--- src/include/awc_map.svh ---
// register offsets, field positions, reset values, opcodes and cycle counts
`ifndef AWC_MAP_SVH
`define AWC_MAP_SVH

`define AWC_ADR_CTRL    12'h000
`define AWC_ADR_ACC     12'h004
`define AWC_ADR_FLAGS   12'h008
`define AWC_ADR_INDEX   12'h00c
`define AWC_ADR_STACK   12'h010
`define AWC_ADR_PC      12'h014
`define AWC_ADR_BRANCH  12'h018
`define AWC_ADR_EA      12'h01c
`define AWC_MEM_BIT     11

`define AWC_CTRL_START  0
`define AWC_FLAG_V      7
`define AWC_FLAG_H      4
`define AWC_FLAG_I      3
`define AWC_FLAG_N      2
`define AWC_FLAG_Z      1
`define AWC_FLAG_C      0

`define AWC_FLAGS_RST   8'h60
`define AWC_ACC_RST     8'h00
`define AWC_INDEX_RST   16'h0000
`define AWC_STACK_RST   16'h00ff
`define AWC_PC_RST      16'h0000

`define AWC_OP_PREFIX   8'h9e
`define AWC_OP_LIT      8'ha9
`define AWC_OP_DIRECT   8'hb9
`define AWC_OP_LONG_ABS 8'hc9
`define AWC_OP_IDX_LONG 8'hd9
`define AWC_OP_IDX_SHRT 8'he9
`define AWC_OP_IDX_PLN  8'hf9
`define AWC_OP_STK_LONG 8'hd9
`define AWC_OP_STK_SHRT 8'he9

`define AWC_CYC_LIT      4'h2
`define AWC_CYC_DIRECT   4'h3
`define AWC_CYC_LONG_ABS 4'h4
`define AWC_CYC_IDX_LONG 4'h4
`define AWC_CYC_IDX_SHRT 4'h3
`define AWC_CYC_IDX_PLN  4'h2
`define AWC_CYC_STK_LONG 4'h5
`define AWC_CYC_STK_SHRT 4'h4

`endif

--- src/include/awc_pkg.sv ---
// types shared by the add-with-carry datapath
package awc_pkg;

    typedef enum logic [5:0] {
        ST_IDLE  = 6'h01,
        ST_FETCH = 6'h02,
        ST_DEC   = 6'h04,
        ST_ARG1  = 6'h08,
        ST_ARG2  = 6'h10,
        ST_EXEC  = 6'h20
    } awc_state_e;

    typedef enum logic [2:0] {
        LITERAL_OPERAND_MODE  = 3'h0,
        DIRECT_PAGE_MODE      = 3'h1,
        LONG_ABSOLUTE_MODE    = 3'h2,
        INDEX_LONG_DISP_MODE  = 3'h3,
        INDEX_SHORT_DISP_MODE = 3'h4,
        INDEX_PLAIN_MODE      = 3'h5,
        STACK_LONG_DISP_MODE  = 3'h6,
        STACK_SHORT_DISP_MODE = 3'h7
    } awc_mode_e;

    typedef struct packed {
        logic v;
        logic one6;
        logic one5;
        logic h;
        logic i;
        logic n;
        logic z;
        logic c;
    } awc_flags_s;

    typedef struct packed {
        logic [7:0] res;
        logic       v;
        logic       h;
        logic       n;
        logic       z;
        logic       c;
    } awc_alu_s;

endpackage

--- src/hw/awc_adc_core.sv ---
// add-with-carry execution unit with operand addressing and wishbone registers
// Functional notes
// - flags: V7, H4, I3, N2, Z1, C0
// - two-byte value: high byte at lower address
// - direct page: high address byte zero
// - branch target: next address plus signed byte
// - long absolute address: high byte first
// - wide displacement high first; short one byte
// - wide index displacement adds modulo 65536
// - post-increment index mode not accepted here
// - stack modes add displacement to stack pointer
// - accumulator gets accumulator plus operand plus carry
// - overflow on signed overflow of sum
// - half carry from bit three
// - negative is bit seven; zero when result zero
// - carry from most significant bit
// - opcodes a9 b9 c9: 2,3,4 cycles
// - opcodes d9 e9 f9: 4,3,2 cycles
// - prefixed d9 e9: 5,4 cycles
//
// Decided for this implementation: register access over Wishbone and the address map.
`timescale 1ns/100ps
`default_nettype none
`include "awc_map.svh"
module awc_adc_core import awc_pkg::*; #(
    parameter int MEM_AW = 8
) (
    input  wire logic        clk_i,
    input  wire logic        rst_i,
    input  wire logic        wb_cyc_i,
    input  wire logic        wb_stb_i,
    input  wire logic        wb_we_i,
    input  wire logic [11:0] wb_adr_i,
    input  wire logic [3:0]  wb_sel_i,
    input  wire logic [31:0] wb_dat_i,
    output logic      [31:0] wb_dat_o,
    output logic             wb_ack_o,
    output logic             busy_o,
    output logic             done_o
);
    awc_state_e  st;
    awc_state_e  next_st;
    awc_mode_e   mode;
    awc_mode_e   dec_mode;
    awc_flags_s  flags;
    awc_alu_s    alu_out;
    logic [7:0]  acc;
    logic [15:0] index_pair;
    logic [15:0] stack_ptr;
    logic [15:0] pc;
    logic [15:0] last_ea;
    logic [15:0] branch_tgt;
    logic [7:0]  wide_high;
    logic        prefixed;
    logic [3:0]  cyc_cnt;
    logic [3:0]  last_cycles;
    logic        illegal;
    logic        done_sticky;
    logic        mem_pend;
    logic [7:0]  mem_q;

    function automatic logic [15:0] lane16(input logic [15:0] old, input logic [31:0] d,
                                           input logic [3:0] sel);
        lane16 = {sel[1] ? d[15:8] : old[15:8], sel[0] ? d[7:0] : old[7:0]};
    endfunction

    // bus decode
    wire        wb_req   = wb_cyc_i & wb_stb_i & ~wb_ack_o;
    wire        mem_sel  = wb_adr_i[`AWC_MEM_BIT];
    wire        reg_wr   = wb_req & ~mem_sel & wb_we_i;
    wire        sw_wr    = reg_wr & ~busy_o;
    wire        mem_go   = wb_req & mem_sel & ~busy_o & ~mem_pend;
    wire        start    = reg_wr & (wb_adr_i == `AWC_ADR_CTRL) & wb_sel_i[0]
                           & wb_dat_i[`AWC_CTRL_START] & ~busy_o;
    wire        wr_acc   = sw_wr & (wb_adr_i == `AWC_ADR_ACC) & wb_sel_i[0];
    wire        wr_flags = sw_wr & (wb_adr_i == `AWC_ADR_FLAGS) & wb_sel_i[0];
    wire        wr_index = sw_wr & (wb_adr_i == `AWC_ADR_INDEX);
    wire        wr_stack = sw_wr & (wb_adr_i == `AWC_ADR_STACK);
    wire        wr_pc    = sw_wr & (wb_adr_i == `AWC_ADR_PC);
    wire        wr_brnch = sw_wr & (wb_adr_i == `AWC_ADR_BRANCH) & wb_sel_i[0];

    // opcode decode
    wire        is_pre   = ~prefixed & (mem_q == `AWC_OP_PREFIX);
    // only the add-with-carry opcodes are accepted
    wire        dec_ok   = prefixed
                           ? (mem_q == `AWC_OP_STK_LONG) | (mem_q == `AWC_OP_STK_SHRT)
                           : (mem_q == `AWC_OP_LIT) | (mem_q == `AWC_OP_DIRECT)
                             | (mem_q == `AWC_OP_LONG_ABS) | (mem_q == `AWC_OP_IDX_LONG)
                             | (mem_q == `AWC_OP_IDX_SHRT) | (mem_q == `AWC_OP_IDX_PLN);
    assign dec_mode = prefixed ? ((mem_q == `AWC_OP_STK_LONG) ? STACK_LONG_DISP_MODE
                                                              : STACK_SHORT_DISP_MODE)
                    : (mem_q == `AWC_OP_LIT)      ? LITERAL_OPERAND_MODE
                    : (mem_q == `AWC_OP_DIRECT)   ? DIRECT_PAGE_MODE
                    : (mem_q == `AWC_OP_LONG_ABS) ? LONG_ABSOLUTE_MODE
                    : (mem_q == `AWC_OP_IDX_LONG) ? INDEX_LONG_DISP_MODE
                    : (mem_q == `AWC_OP_IDX_SHRT) ? INDEX_SHORT_DISP_MODE
                    : INDEX_PLAIN_MODE;
    wire        dec_short = (dec_mode == LITERAL_OPERAND_MODE) | (dec_mode == INDEX_PLAIN_MODE);
    wire        two_arg   = (mode == LONG_ABSOLUTE_MODE) | (mode == INDEX_LONG_DISP_MODE)
                            | (mode == STACK_LONG_DISP_MODE);

    // effective address
    // first stream byte is the high half
    wire [15:0] arg_word  = {wide_high, mem_q};
    wire [15:0] arg_short = {8'h00, mem_q};
    logic [15:0] ea_calc;
    // index pair or stack pointer plus displacement, modulo 65536; direct and long absolute use the bare address
    assign ea_calc = (mode == DIRECT_PAGE_MODE)      ? arg_short
                   : (mode == LONG_ABSOLUTE_MODE)    ? arg_word
                   : (mode == INDEX_LONG_DISP_MODE)  ? index_pair + arg_word
                   : (mode == INDEX_SHORT_DISP_MODE) ? index_pair + arg_short
                   : (mode == STACK_LONG_DISP_MODE)  ? stack_ptr + arg_word
                   : (mode == STACK_SHORT_DISP_MODE) ? stack_ptr + arg_short
                   : index_pair;
    wire        plain_go  = (st == ST_DEC) & ~is_pre & dec_ok & (dec_mode == INDEX_PLAIN_MODE);
    wire        ea_go     = (st == ST_ARG2) | ((st == ST_ARG1) & ~two_arg);
    wire [15:0] core_addr = plain_go ? index_pair : ea_go ? ea_calc : pc;
    wire        pc_step   = (st == ST_FETCH) | ((st == ST_DEC) & (is_pre | (dec_ok & ~plain_go)))
                            | ((st == ST_ARG1) & two_arg);
    wire        access    = (st == ST_FETCH) | (st == ST_DEC) | (st == ST_ARG1) | (st == ST_ARG2);
    // signed displacement from the next address
    wire [15:0] brnch_sum = pc + {{8{wb_dat_i[7]}}, wb_dat_i[7:0]};

    wire [MEM_AW-1:0] mem_addr = busy_o ? core_addr[MEM_AW-1:0] : wb_adr_i[MEM_AW+1:2];
    wire              mem_we   = mem_go & wb_we_i & wb_sel_i[0];

    awc_mem #(
        .AW (MEM_AW),
        .DW (8)
    ) u_mem (
        .clk_i   (clk_i),
        .we_i    (mem_we),
        .addr_i  (mem_addr),
        .wdata_i (wb_dat_i[7:0]),
        .rdata_o (mem_q)
    );

    // operands are the accumulator and carry held before the write-back
    awc_alu u_alu (
        .acc_i     (acc),
        .operand_i (mem_q),
        .carry_i   (flags.c),
        .out_o     (alu_out)
    );

    always_comb begin
        next_st = st;
        unique case (st)
            ST_IDLE:  if (start) next_st = ST_FETCH;
            ST_FETCH: next_st = ST_DEC;
            ST_DEC: begin
                if (is_pre) next_st = ST_DEC;
                else if (!dec_ok) next_st = ST_IDLE;
                else if (dec_short) next_st = ST_EXEC;
                else next_st = ST_ARG1;
            end
            ST_ARG1:  next_st = two_arg ? ST_ARG2 : ST_EXEC;
            ST_ARG2:  next_st = ST_EXEC;
            ST_EXEC:  next_st = ST_IDLE;
            default:  next_st = ST_IDLE;
        endcase
    end

    logic [31:0] rd_word;
    assign rd_word = (wb_adr_i == `AWC_ADR_CTRL)   ? {20'h0, last_cycles, 5'h0, done_sticky,
                                                       illegal, busy_o}
                   : (wb_adr_i == `AWC_ADR_ACC)    ? {24'h0, acc}
                   : (wb_adr_i == `AWC_ADR_FLAGS)  ? {24'h0, flags}
                   : (wb_adr_i == `AWC_ADR_INDEX)  ? {16'h0, index_pair}
                   : (wb_adr_i == `AWC_ADR_STACK)  ? {16'h0, stack_ptr}
                   : (wb_adr_i == `AWC_ADR_PC)     ? {16'h0, pc}
                   : (wb_adr_i == `AWC_ADR_BRANCH) ? {16'h0, branch_tgt}
                   : (wb_adr_i == `AWC_ADR_EA)     ? {16'h0, last_ea}
                   : 32'h0;

    // bus answer: registers one cycle, memory two
    always_ff @(posedge clk_i) begin
        if (rst_i) begin
            wb_ack_o <= 1'b0;
            mem_pend <= 1'b0;
            wb_dat_o <= 32'h0;
        end else begin
            wb_ack_o <= (wb_req & ~mem_sel) | mem_pend;
            mem_pend <= mem_go;
            wb_dat_o <= mem_pend ? {24'h0, mem_q} : rd_word;
        end
    end

    // sequencer
    always_ff @(posedge clk_i) begin
        if (rst_i) begin
            st          <= ST_IDLE;
            busy_o      <= 1'b0;
            done_o      <= 1'b0;
            mode        <= LITERAL_OPERAND_MODE;
            prefixed    <= 1'b0;
            wide_high   <= 8'h00;
            cyc_cnt     <= 4'h0;
            last_cycles <= 4'h0;
            last_ea     <= 16'h0000;
            illegal     <= 1'b0;
            done_sticky <= 1'b0;
        end else begin
            st       <= next_st;
            busy_o   <= next_st != ST_IDLE;
            done_o   <= st == ST_EXEC;
            prefixed <= (st == ST_DEC) & is_pre;
            if ((st == ST_DEC) && !is_pre) mode <= dec_mode;
            if (st == ST_ARG1) wide_high <= mem_q;
            if (start) cyc_cnt <= 4'h0;
            else if (access) cyc_cnt <= cyc_cnt + 4'h1;
            if (access && st != ST_FETCH) last_ea <= core_addr;
            if (st == ST_EXEC) last_cycles <= cyc_cnt;
            illegal     <= ~start & (illegal | ((st == ST_DEC) & ~is_pre & ~dec_ok));
            done_sticky <= ~start & (done_sticky | (st == ST_EXEC));
        end
    end

    // programmer-visible registers
    always_ff @(posedge clk_i) begin
        if (rst_i) begin
            acc        <= `AWC_ACC_RST;
            flags      <= `AWC_FLAGS_RST;
            index_pair <= `AWC_INDEX_RST;
            stack_ptr  <= `AWC_STACK_RST;
            pc         <= `AWC_PC_RST;
            branch_tgt <= `AWC_PC_RST;
        end else begin
            if (st == ST_EXEC) begin
                // result and the V, H, N, Z, C flags written together; I is kept
                acc     <= alu_out.res;
                flags.v <= alu_out.v;
                flags.h <= alu_out.h;
                flags.n <= alu_out.n;
                flags.z <= alu_out.z;
                flags.c <= alu_out.c;
            end else if (wr_flags) begin
                // fixed layout, bits six and five stay one
                flags <= '{v: wb_dat_i[`AWC_FLAG_V], one6: 1'b1, one5: 1'b1,
                           h: wb_dat_i[`AWC_FLAG_H], i: wb_dat_i[`AWC_FLAG_I],
                           n: wb_dat_i[`AWC_FLAG_N], z: wb_dat_i[`AWC_FLAG_Z],
                           c: wb_dat_i[`AWC_FLAG_C]};
            end
            if (wr_acc) acc <= wb_dat_i[7:0];
            if (wr_index) index_pair <= lane16(index_pair, wb_dat_i, wb_sel_i);
            if (wr_stack) stack_ptr <= lane16(stack_ptr, wb_dat_i, wb_sel_i);
            if (wr_pc) pc <= lane16(pc, wb_dat_i, wb_sel_i);
            else if (pc_step) pc <= pc + 16'h0001;
            if (wr_brnch) branch_tgt <= brnch_sum;
        end
    end

    // checking helpers
    function automatic logic [3:0] cycles_for(input awc_mode_e m);
        unique case (m)
            LITERAL_OPERAND_MODE:  cycles_for = `AWC_CYC_LIT;
            DIRECT_PAGE_MODE:      cycles_for = `AWC_CYC_DIRECT;
            LONG_ABSOLUTE_MODE:    cycles_for = `AWC_CYC_LONG_ABS;
            INDEX_LONG_DISP_MODE:  cycles_for = `AWC_CYC_IDX_LONG;
            INDEX_SHORT_DISP_MODE: cycles_for = `AWC_CYC_IDX_SHRT;
            INDEX_PLAIN_MODE:      cycles_for = `AWC_CYC_IDX_PLN;
            STACK_LONG_DISP_MODE:  cycles_for = `AWC_CYC_STK_LONG;
            STACK_SHORT_DISP_MODE: cycles_for = `AWC_CYC_STK_SHRT;
        endcase
    endfunction

    wire [8:0] chk_sum  = {1'b0, acc} + {1'b0, mem_q} + {8'h00, flags.c};
    wire [4:0] chk_half = {1'b0, acc[3:0]} + {1'b0, mem_q[3:0]} + {4'h0, flags.c};
endmodule
`default_nettype wire

--- src/hw/awc_alu.sv ---
// eight-bit adder with carry in and its flag results
`timescale 1ns/100ps
`default_nettype none
module awc_alu import awc_pkg::*; (
    input  wire logic [7:0] acc_i,
    input  wire logic [7:0] operand_i,
    input  wire logic       carry_i,
    output var  awc_alu_s   out_o
);
    logic [4:0] low_sum;
    logic [8:0] full_sum;
    logic       ovf;

    assign low_sum  = {1'b0, acc_i[3:0]} + {1'b0, operand_i[3:0]} + {4'h0, carry_i};
    assign full_sum = {1'b0, acc_i} + {1'b0, operand_i} + {8'h00, carry_i};
    assign ovf      = (acc_i[7] == operand_i[7]) && (full_sum[7] != acc_i[7]);
    assign out_o    = {full_sum[7:0], ovf, low_sum[4], full_sum[7],
                       full_sum[7:0] == 8'h00, full_sum[8]};
endmodule
`default_nettype wire

--- src/hw/awc_mem.sv ---
// byte memory for program and data with registered read port
`timescale 1ns/100ps
`default_nettype none
module awc_mem #(
    parameter int AW = 8,
    parameter int DW = 8
) (
    input  wire logic          clk_i,
    input  wire logic          we_i,
    input  wire logic [AW-1:0] addr_i,
    input  wire logic [DW-1:0] wdata_i,
    output logic      [DW-1:0] rdata_o
);
    logic [DW-1:0] cells [2**AW];

    // read during write returns the old byte
    always_ff @(posedge clk_i) begin
        if (we_i) begin
            cells[addr_i] <= wdata_i;
        end
        rdata_o <= cells[addr_i];
    end
endmodule
`default_nettype wire

--- config.mk ---
export PLATFORM = sky130hd
export DESIGN_NAME = awc_adc_core
export DESIGN_NICKNAME = d
export VERILOG_FILES = /design/src/include/awc_pkg.sv /design/src/hw/awc_adc_core.sv /design/src/hw/awc_alu.sv /design/src/hw/awc_mem.sv
export VERILOG_INCLUDE_DIRS = /design/src /design/src/include
export SDC_FILE = /design/constraint.sdc
export NUM_CORES = 2
export LEC_CHECK = 0
export BUFFER_PORTS_ARGS = -buffer_cell sky130_fd_sc_hd__buf_2
export CORE_MARGIN = 2
export CORE_UTILIZATION = 63
export DETAILED_ROUTE_END_ITERATION = 7
export PLACE_DENSITY_LB_ADDON = 0.1
export SLEW_MARGIN = 20
export SYNTH_ARGS = -nofsm -noshare
export SYNTH_HDL_FRONTEND = slang
export SYNTH_SLANG_ARGS = --single-unit
--- constraint.sdc ---
create_clock -name clk_i -period 5.4 [get_ports clk_i]
set_clock_uncertainty 0.1 [all_clocks]
set_input_delay 0.27 -clock clk_i [delete_from_list [all_inputs] [get_ports clk_i]]
set_output_delay 0.27 -clock clk_i [all_outputs]
set_load 0.02 [all_outputs]
==> impl_metrics.env <==
export IMPL_power_leakage_nw=33.18
export IMPL_cts_tree="done"
export IMPL_violations="DRC"
export IMPL_drt_total_wl_um=248000
export IMPL_max_stage_delay_ns=0.72
export IMPL_num_rows=136
export IMPL_required_ns=5.99
export IMPL_timing_worst_setup_path_type="reg -> reg"
export IMPL_final_min_clock_period_ns=5.291
export IMPL_sw_frac_of_total_pct=21.63
export IMPL_routabilityCongestion=0.9606
export IMPL_cp_max_fo=65
export IMPL_final_layout_size_suffix_gt1_share_pct=14.04
export IMPL_power_internal_mw=27.35
export IMPL_synth_area_per_cell_um2=14.22
export IMPL_ctsHtreeMaxLevel=4
export IMPL_postRouteAntennaNets=0
export IMPL_dp_slack_ns=-0.2790
export IMPL_max_cap_violations=0
export IMPL_ctsRootBufferMaster="sky130_fd_sc_hd__clkbuf_16"
export IMPL_synth_top_cell_area_share_pct=70.31
export IMPL_synth_flop_cell="sky130_fd_sc_hd__edfxtp_1"
export IMPL_min_path_type="in -> reg"
export IMPL_yosys_warnings=0
export IMPL_cts_root_to_sink_buffers=3
export IMPL_initial_util_pct=63.54
export IMPL_worstSkewPairLatency_ns=0.85
export IMPL_number_of_port_buffers=53
export IMPL_grt_antenna_before_repair=9
export IMPL_final_setup_worst_slack_ns=0.1088
export IMPL_pin_count_of_the_biggest_net_entering_global_routing=181
export IMPL_first_global_vias=54820
export IMPL_synth_edf_count=2048
export IMPL_postSynth_asyncResetShare_pct=0
export IMPL_global_route_usage_total_pct=34.71
export IMPL_timing_worst_slew_pin_value_ns=1.124
export IMPL_path_cells="a21boi_0 > nor3_2 > o221a_2 > o31a_2 > a31o_4 > and3_4 > buf_12 > a221oi_1 > nand3_1 > o21ai_0 > a31oi_1 > or4_1"
export IMPL_timing_critical_path_slowest_stage_cell="sky130_fd_sc_hd__o21ai_0"
export IMPL_peakVddDrop_mv=0.3228
export IMPL_kind_of_cell_adding_the_most_delay_to_the_critical_path="compound AO/OA/AOI/OAI gates"
export IMPL_setup_worst_path_end_class="flop"
export IMPL_fillers=8707
export IMPL_yosysUniqueCellTypes=100
export IMPL_tns_ns=0
export IMPL_arrival_ns=5.88
export IMPL_drc_marker_count_from_the_first_detailed_route_iteration=8606
export IMPL_outcome="finished, violations left"
export IMPL_die_y_um=376.6
export IMPL_setup_violations_final=0
export IMPL_via_per_inst=6.720
export IMPL_place_hpwl_um=155900
export IMPL_min_period_over_period_pct=97.98
export IMPL_cellPowerDensity_nw_per_um2=348.6
export IMPL_vias=57460
export IMPL_final_hold_violation_count=0
export IMPL_design_die_area_um2=141800
export IMPL_final_slew_violations=0
export IMPL_ys_seq_elements=2198
export IMPL_grt_pass1_wl_um=360600
export IMPL_power_frac_comb_pct=5.1
export IMPL_drc=1
export IMPL_clkSinkCount=2198
export IMPL_design_core_area_um2=137700
export IMPL_timing_max_slew_rel_slack_pct=24.85
export IMPL_drtPass1Iterations=8
export IMPL_routedWlPerCell_um=29.00
export IMPL_die_x_um=376.6
export IMPL_numCtsBuffers=209
export IMPL_area_growth_syn_to_layout_pct=14.48
export IMPL_global_route_overflow_total=0
export IMPL_power_net_switching_mw=7.551
export IMPL_synth_seq_area_share_pct=73.74
export IMPL_post_synth_inst_count=6152
export IMPL_ys_top_cells_by_area="sky130_fd_sc_hd__edfxtp_1, sky130_fd_sc_hd__dfxtp_1, sky130_fd_sc_hd__a21oi_1"
export IMPL_post_synth_instance_area_um2=87470
export IMPL_nets=6686
export IMPL_pwr_share_clk_pct=41.5
export IMPL_worst_setup_path_start_kind="flop"
export IMPL_fmax_ghz=0.1890
export IMPL_top_level_ports=88
export IMPL_netlist_top_cell_by_area="sky130_fd_sc_hd__edfxtp_1"
export IMPL_power_share_sequential_pct=53.4
export IMPL_clkTransAtPathRegs_ns=0.06
export IMPL_critPathBufInv=1
-- per-layer routing --
layer,global-route usage (%),vias to the layer above,routed length [µm]
li1,-,24760,-
met1,48.92,28480,95110
met2,53.50,3617,114700
met3,6.277,589,26330
met4,15.63,10,11750
met5,0,-,66
-- timing repair --
item	4_1_cts	5_1_grt
pin swaps	1	4
endpoints found under the setup margin	7	8
hold endpoints to repair	460	0
buffers inserted	1	6
gates resized for setup	16	21
cloned	0	2
hold buffers	30	0
-- registers in the layout (all words and copies together) (netlist names) --
name	flops
done_o	1
last_cycles	4
cyc_cnt	4
wb_ack_o	1
prefixed	1
st	6
busy_o	1
pc	16
mem_pend	1
index_pair	16
wb_dat_o	16
stack_ptr	16
last_ea	16
u_mem.rdata_o	8
flags	6
acc	8
mode	3
u_mem.cells	2048
branch_tgt	16
illegal	1
done_sticky	1
wide_high	8
-- layout by cell type (no fill, tap or decap), types with 43 or more instances in the layout --
master	instances
sky130_fd_sc_hd__a21oi_1	557
sky130_fd_sc_hd__a221oi_1	83
sky130_fd_sc_hd__a22oi_1	343
sky130_fd_sc_hd__a31oi_1	43
sky130_fd_sc_hd__buf_12	49
sky130_fd_sc_hd__buf_2	44
sky130_fd_sc_hd__buf_4	464
sky130_fd_sc_hd__clkbuf_1	54
sky130_fd_sc_hd__clkbuf_16	212
sky130_fd_sc_hd__clkinv_1	52
sky130_fd_sc_hd__dfxtp_1	149
sky130_fd_sc_hd__edfxtp_1	2048
sky130_fd_sc_hd__ha_1	54
sky130_fd_sc_hd__mux2i_1	162
sky130_fd_sc_hd__nand2_1	719
sky130_fd_sc_hd__nand3_1	139
sky130_fd_sc_hd__nand4_1	82
sky130_fd_sc_hd__nor2_1	443
sky130_fd_sc_hd__nor3_1	62
sky130_fd_sc_hd__o21ai_0	121
sky130_fd_sc_hd__o2bb2ai_1	98
-- synthesized netlist by cell type, types with 16 or more instances --
master	n
sky130_fd_sc_hd__ha_1	54
sky130_fd_sc_hd__mux2i_1	162
sky130_fd_sc_hd__o21ai_0	138
sky130_fd_sc_hd__nor3_1	67
sky130_fd_sc_hd__a2111oi_0	20
sky130_fd_sc_hd__buf_1	54
sky130_fd_sc_hd__a211oi_1	25
sky130_fd_sc_hd__buf_2	82
sky130_fd_sc_hd__a31oi_1	46
sky130_fd_sc_hd__a311oi_1	17
sky130_fd_sc_hd__nor2_1	445
sky130_fd_sc_hd__nand2b_1	16
sky130_fd_sc_hd__nor2b_1	18
sky130_fd_sc_hd__and4_1	17
sky130_fd_sc_hd__nor3b_1	16
sky130_fd_sc_hd__nand4_1	82
sky130_fd_sc_hd__nand2_1	724
sky130_fd_sc_hd__a22o_1	30
sky130_fd_sc_hd__a22oi_1	343
sky130_fd_sc_hd__buf_4	19
sky130_fd_sc_hd__a21oi_1	558
sky130_fd_sc_hd__o2bb2ai_1	98
sky130_fd_sc_hd__and3_1	27
sky130_fd_sc_hd__inv_1	35
sky130_fd_sc_hd__clkbuf_1	233
sky130_fd_sc_hd__a221oi_1	83
sky130_fd_sc_hd__a222oi_1	37
sky130_fd_sc_hd__xnor2_1	37
sky130_fd_sc_hd__dfxtp_1	150
sky130_fd_sc_hd__a211o_1	29
sky130_fd_sc_hd__edfxtp_1	2048
sky130_fd_sc_hd__a2bb2oi_1	21
sky130_fd_sc_hd__nand3_1	147
-- cell families (layout without fill, tap and decap cells) --
kind of cell	Yosys count	count (layout)	synth area share (%)
adders and majority gates	59	59	0.8868
DFF	2198	2198	73.74
buffers and inverters	439	1024	2.211
other	1	19	0.004287
AOI/OAI and AO/OA	1599	1599	12.44
xor gates and xnor gates	52	52	0.5207
and+or+nand+nor	1631	1633	8.187
muxes	173	173	2.008
-- per-stage QoR --
stage	utilization [%]	cells	power, mW	area, µm²	hold slack (ns)
after floorplan	-	6167	19.77	87530	0.2689
after global placement	67.48	8118	20.67	92890	0.3421
after detailed placement	67.48	8118	20.70	92890	0.3462
after CTS	72.65	8540	34.94	100000	0.01147
after global routing	72.74	8550	35.72	100100	0.1082
final	72.75	8551	34.91	100100	0.08661
-- final cells by class --
| class | instances | area (µm²) | share of cell area, % |
|---|---|---|---|
| sequential | 2198 | 64500 | 64.41 |
| multi-input combinational | 3532 | 21330 | 21.30 |
| clock buffer | 272 | 5590 | 5.582 |
| timing repair buffer | 597 | 5127 | 5.120 |
| tap | 1794 | 2245 | 2.241 |
| clock inverter | 119 | 1201 | 1.199 |
| inverter | 36 | 135.1 | 0.1349 |
| antenna | 3 | 7.507 | 0.007497 |
-- worst min-delay path: cells and delay by family --
kind            cells  cell delay, ns
compound gates      1            0.27
simple gates        4            0.37
buf+inv             1            0.08
-- final timing paths --
| kind | from | depth (start not counted) | slack (ns) | endpoint |
|---|---|---|---|---|
| worst max-delay path | mode[1] | 12 | 0.11 | u_mem.rdata_o[5] |
| worst min register to register | branch_tgt[9] | 2 | 0.36 | branch_tgt[9] |
| worst min-delay path | wb_adr_i[10] | 6 | 0.09 | wb_dat_o[15] |
| worst max register to register | mode[1] | 12 | 0.11 | u_mem.rdata_o[5] |
-- power groups by stage --
stage / sequential [mW] / combinational, mW / clock [mW]
after floorplan: 19.0 / 0.777 / 0
after global placement: 19.0 / 1.68 / 0
after detailed placement: 19.0 / 1.71 / 0
after CTS: 18.6 / 1.74 / 14.6
after global routing: 18.6 / 1.86 / 15.2
final: 18.6 / 1.78 / 14.5
Note: power is estimated with default switching activity, not from simulation.
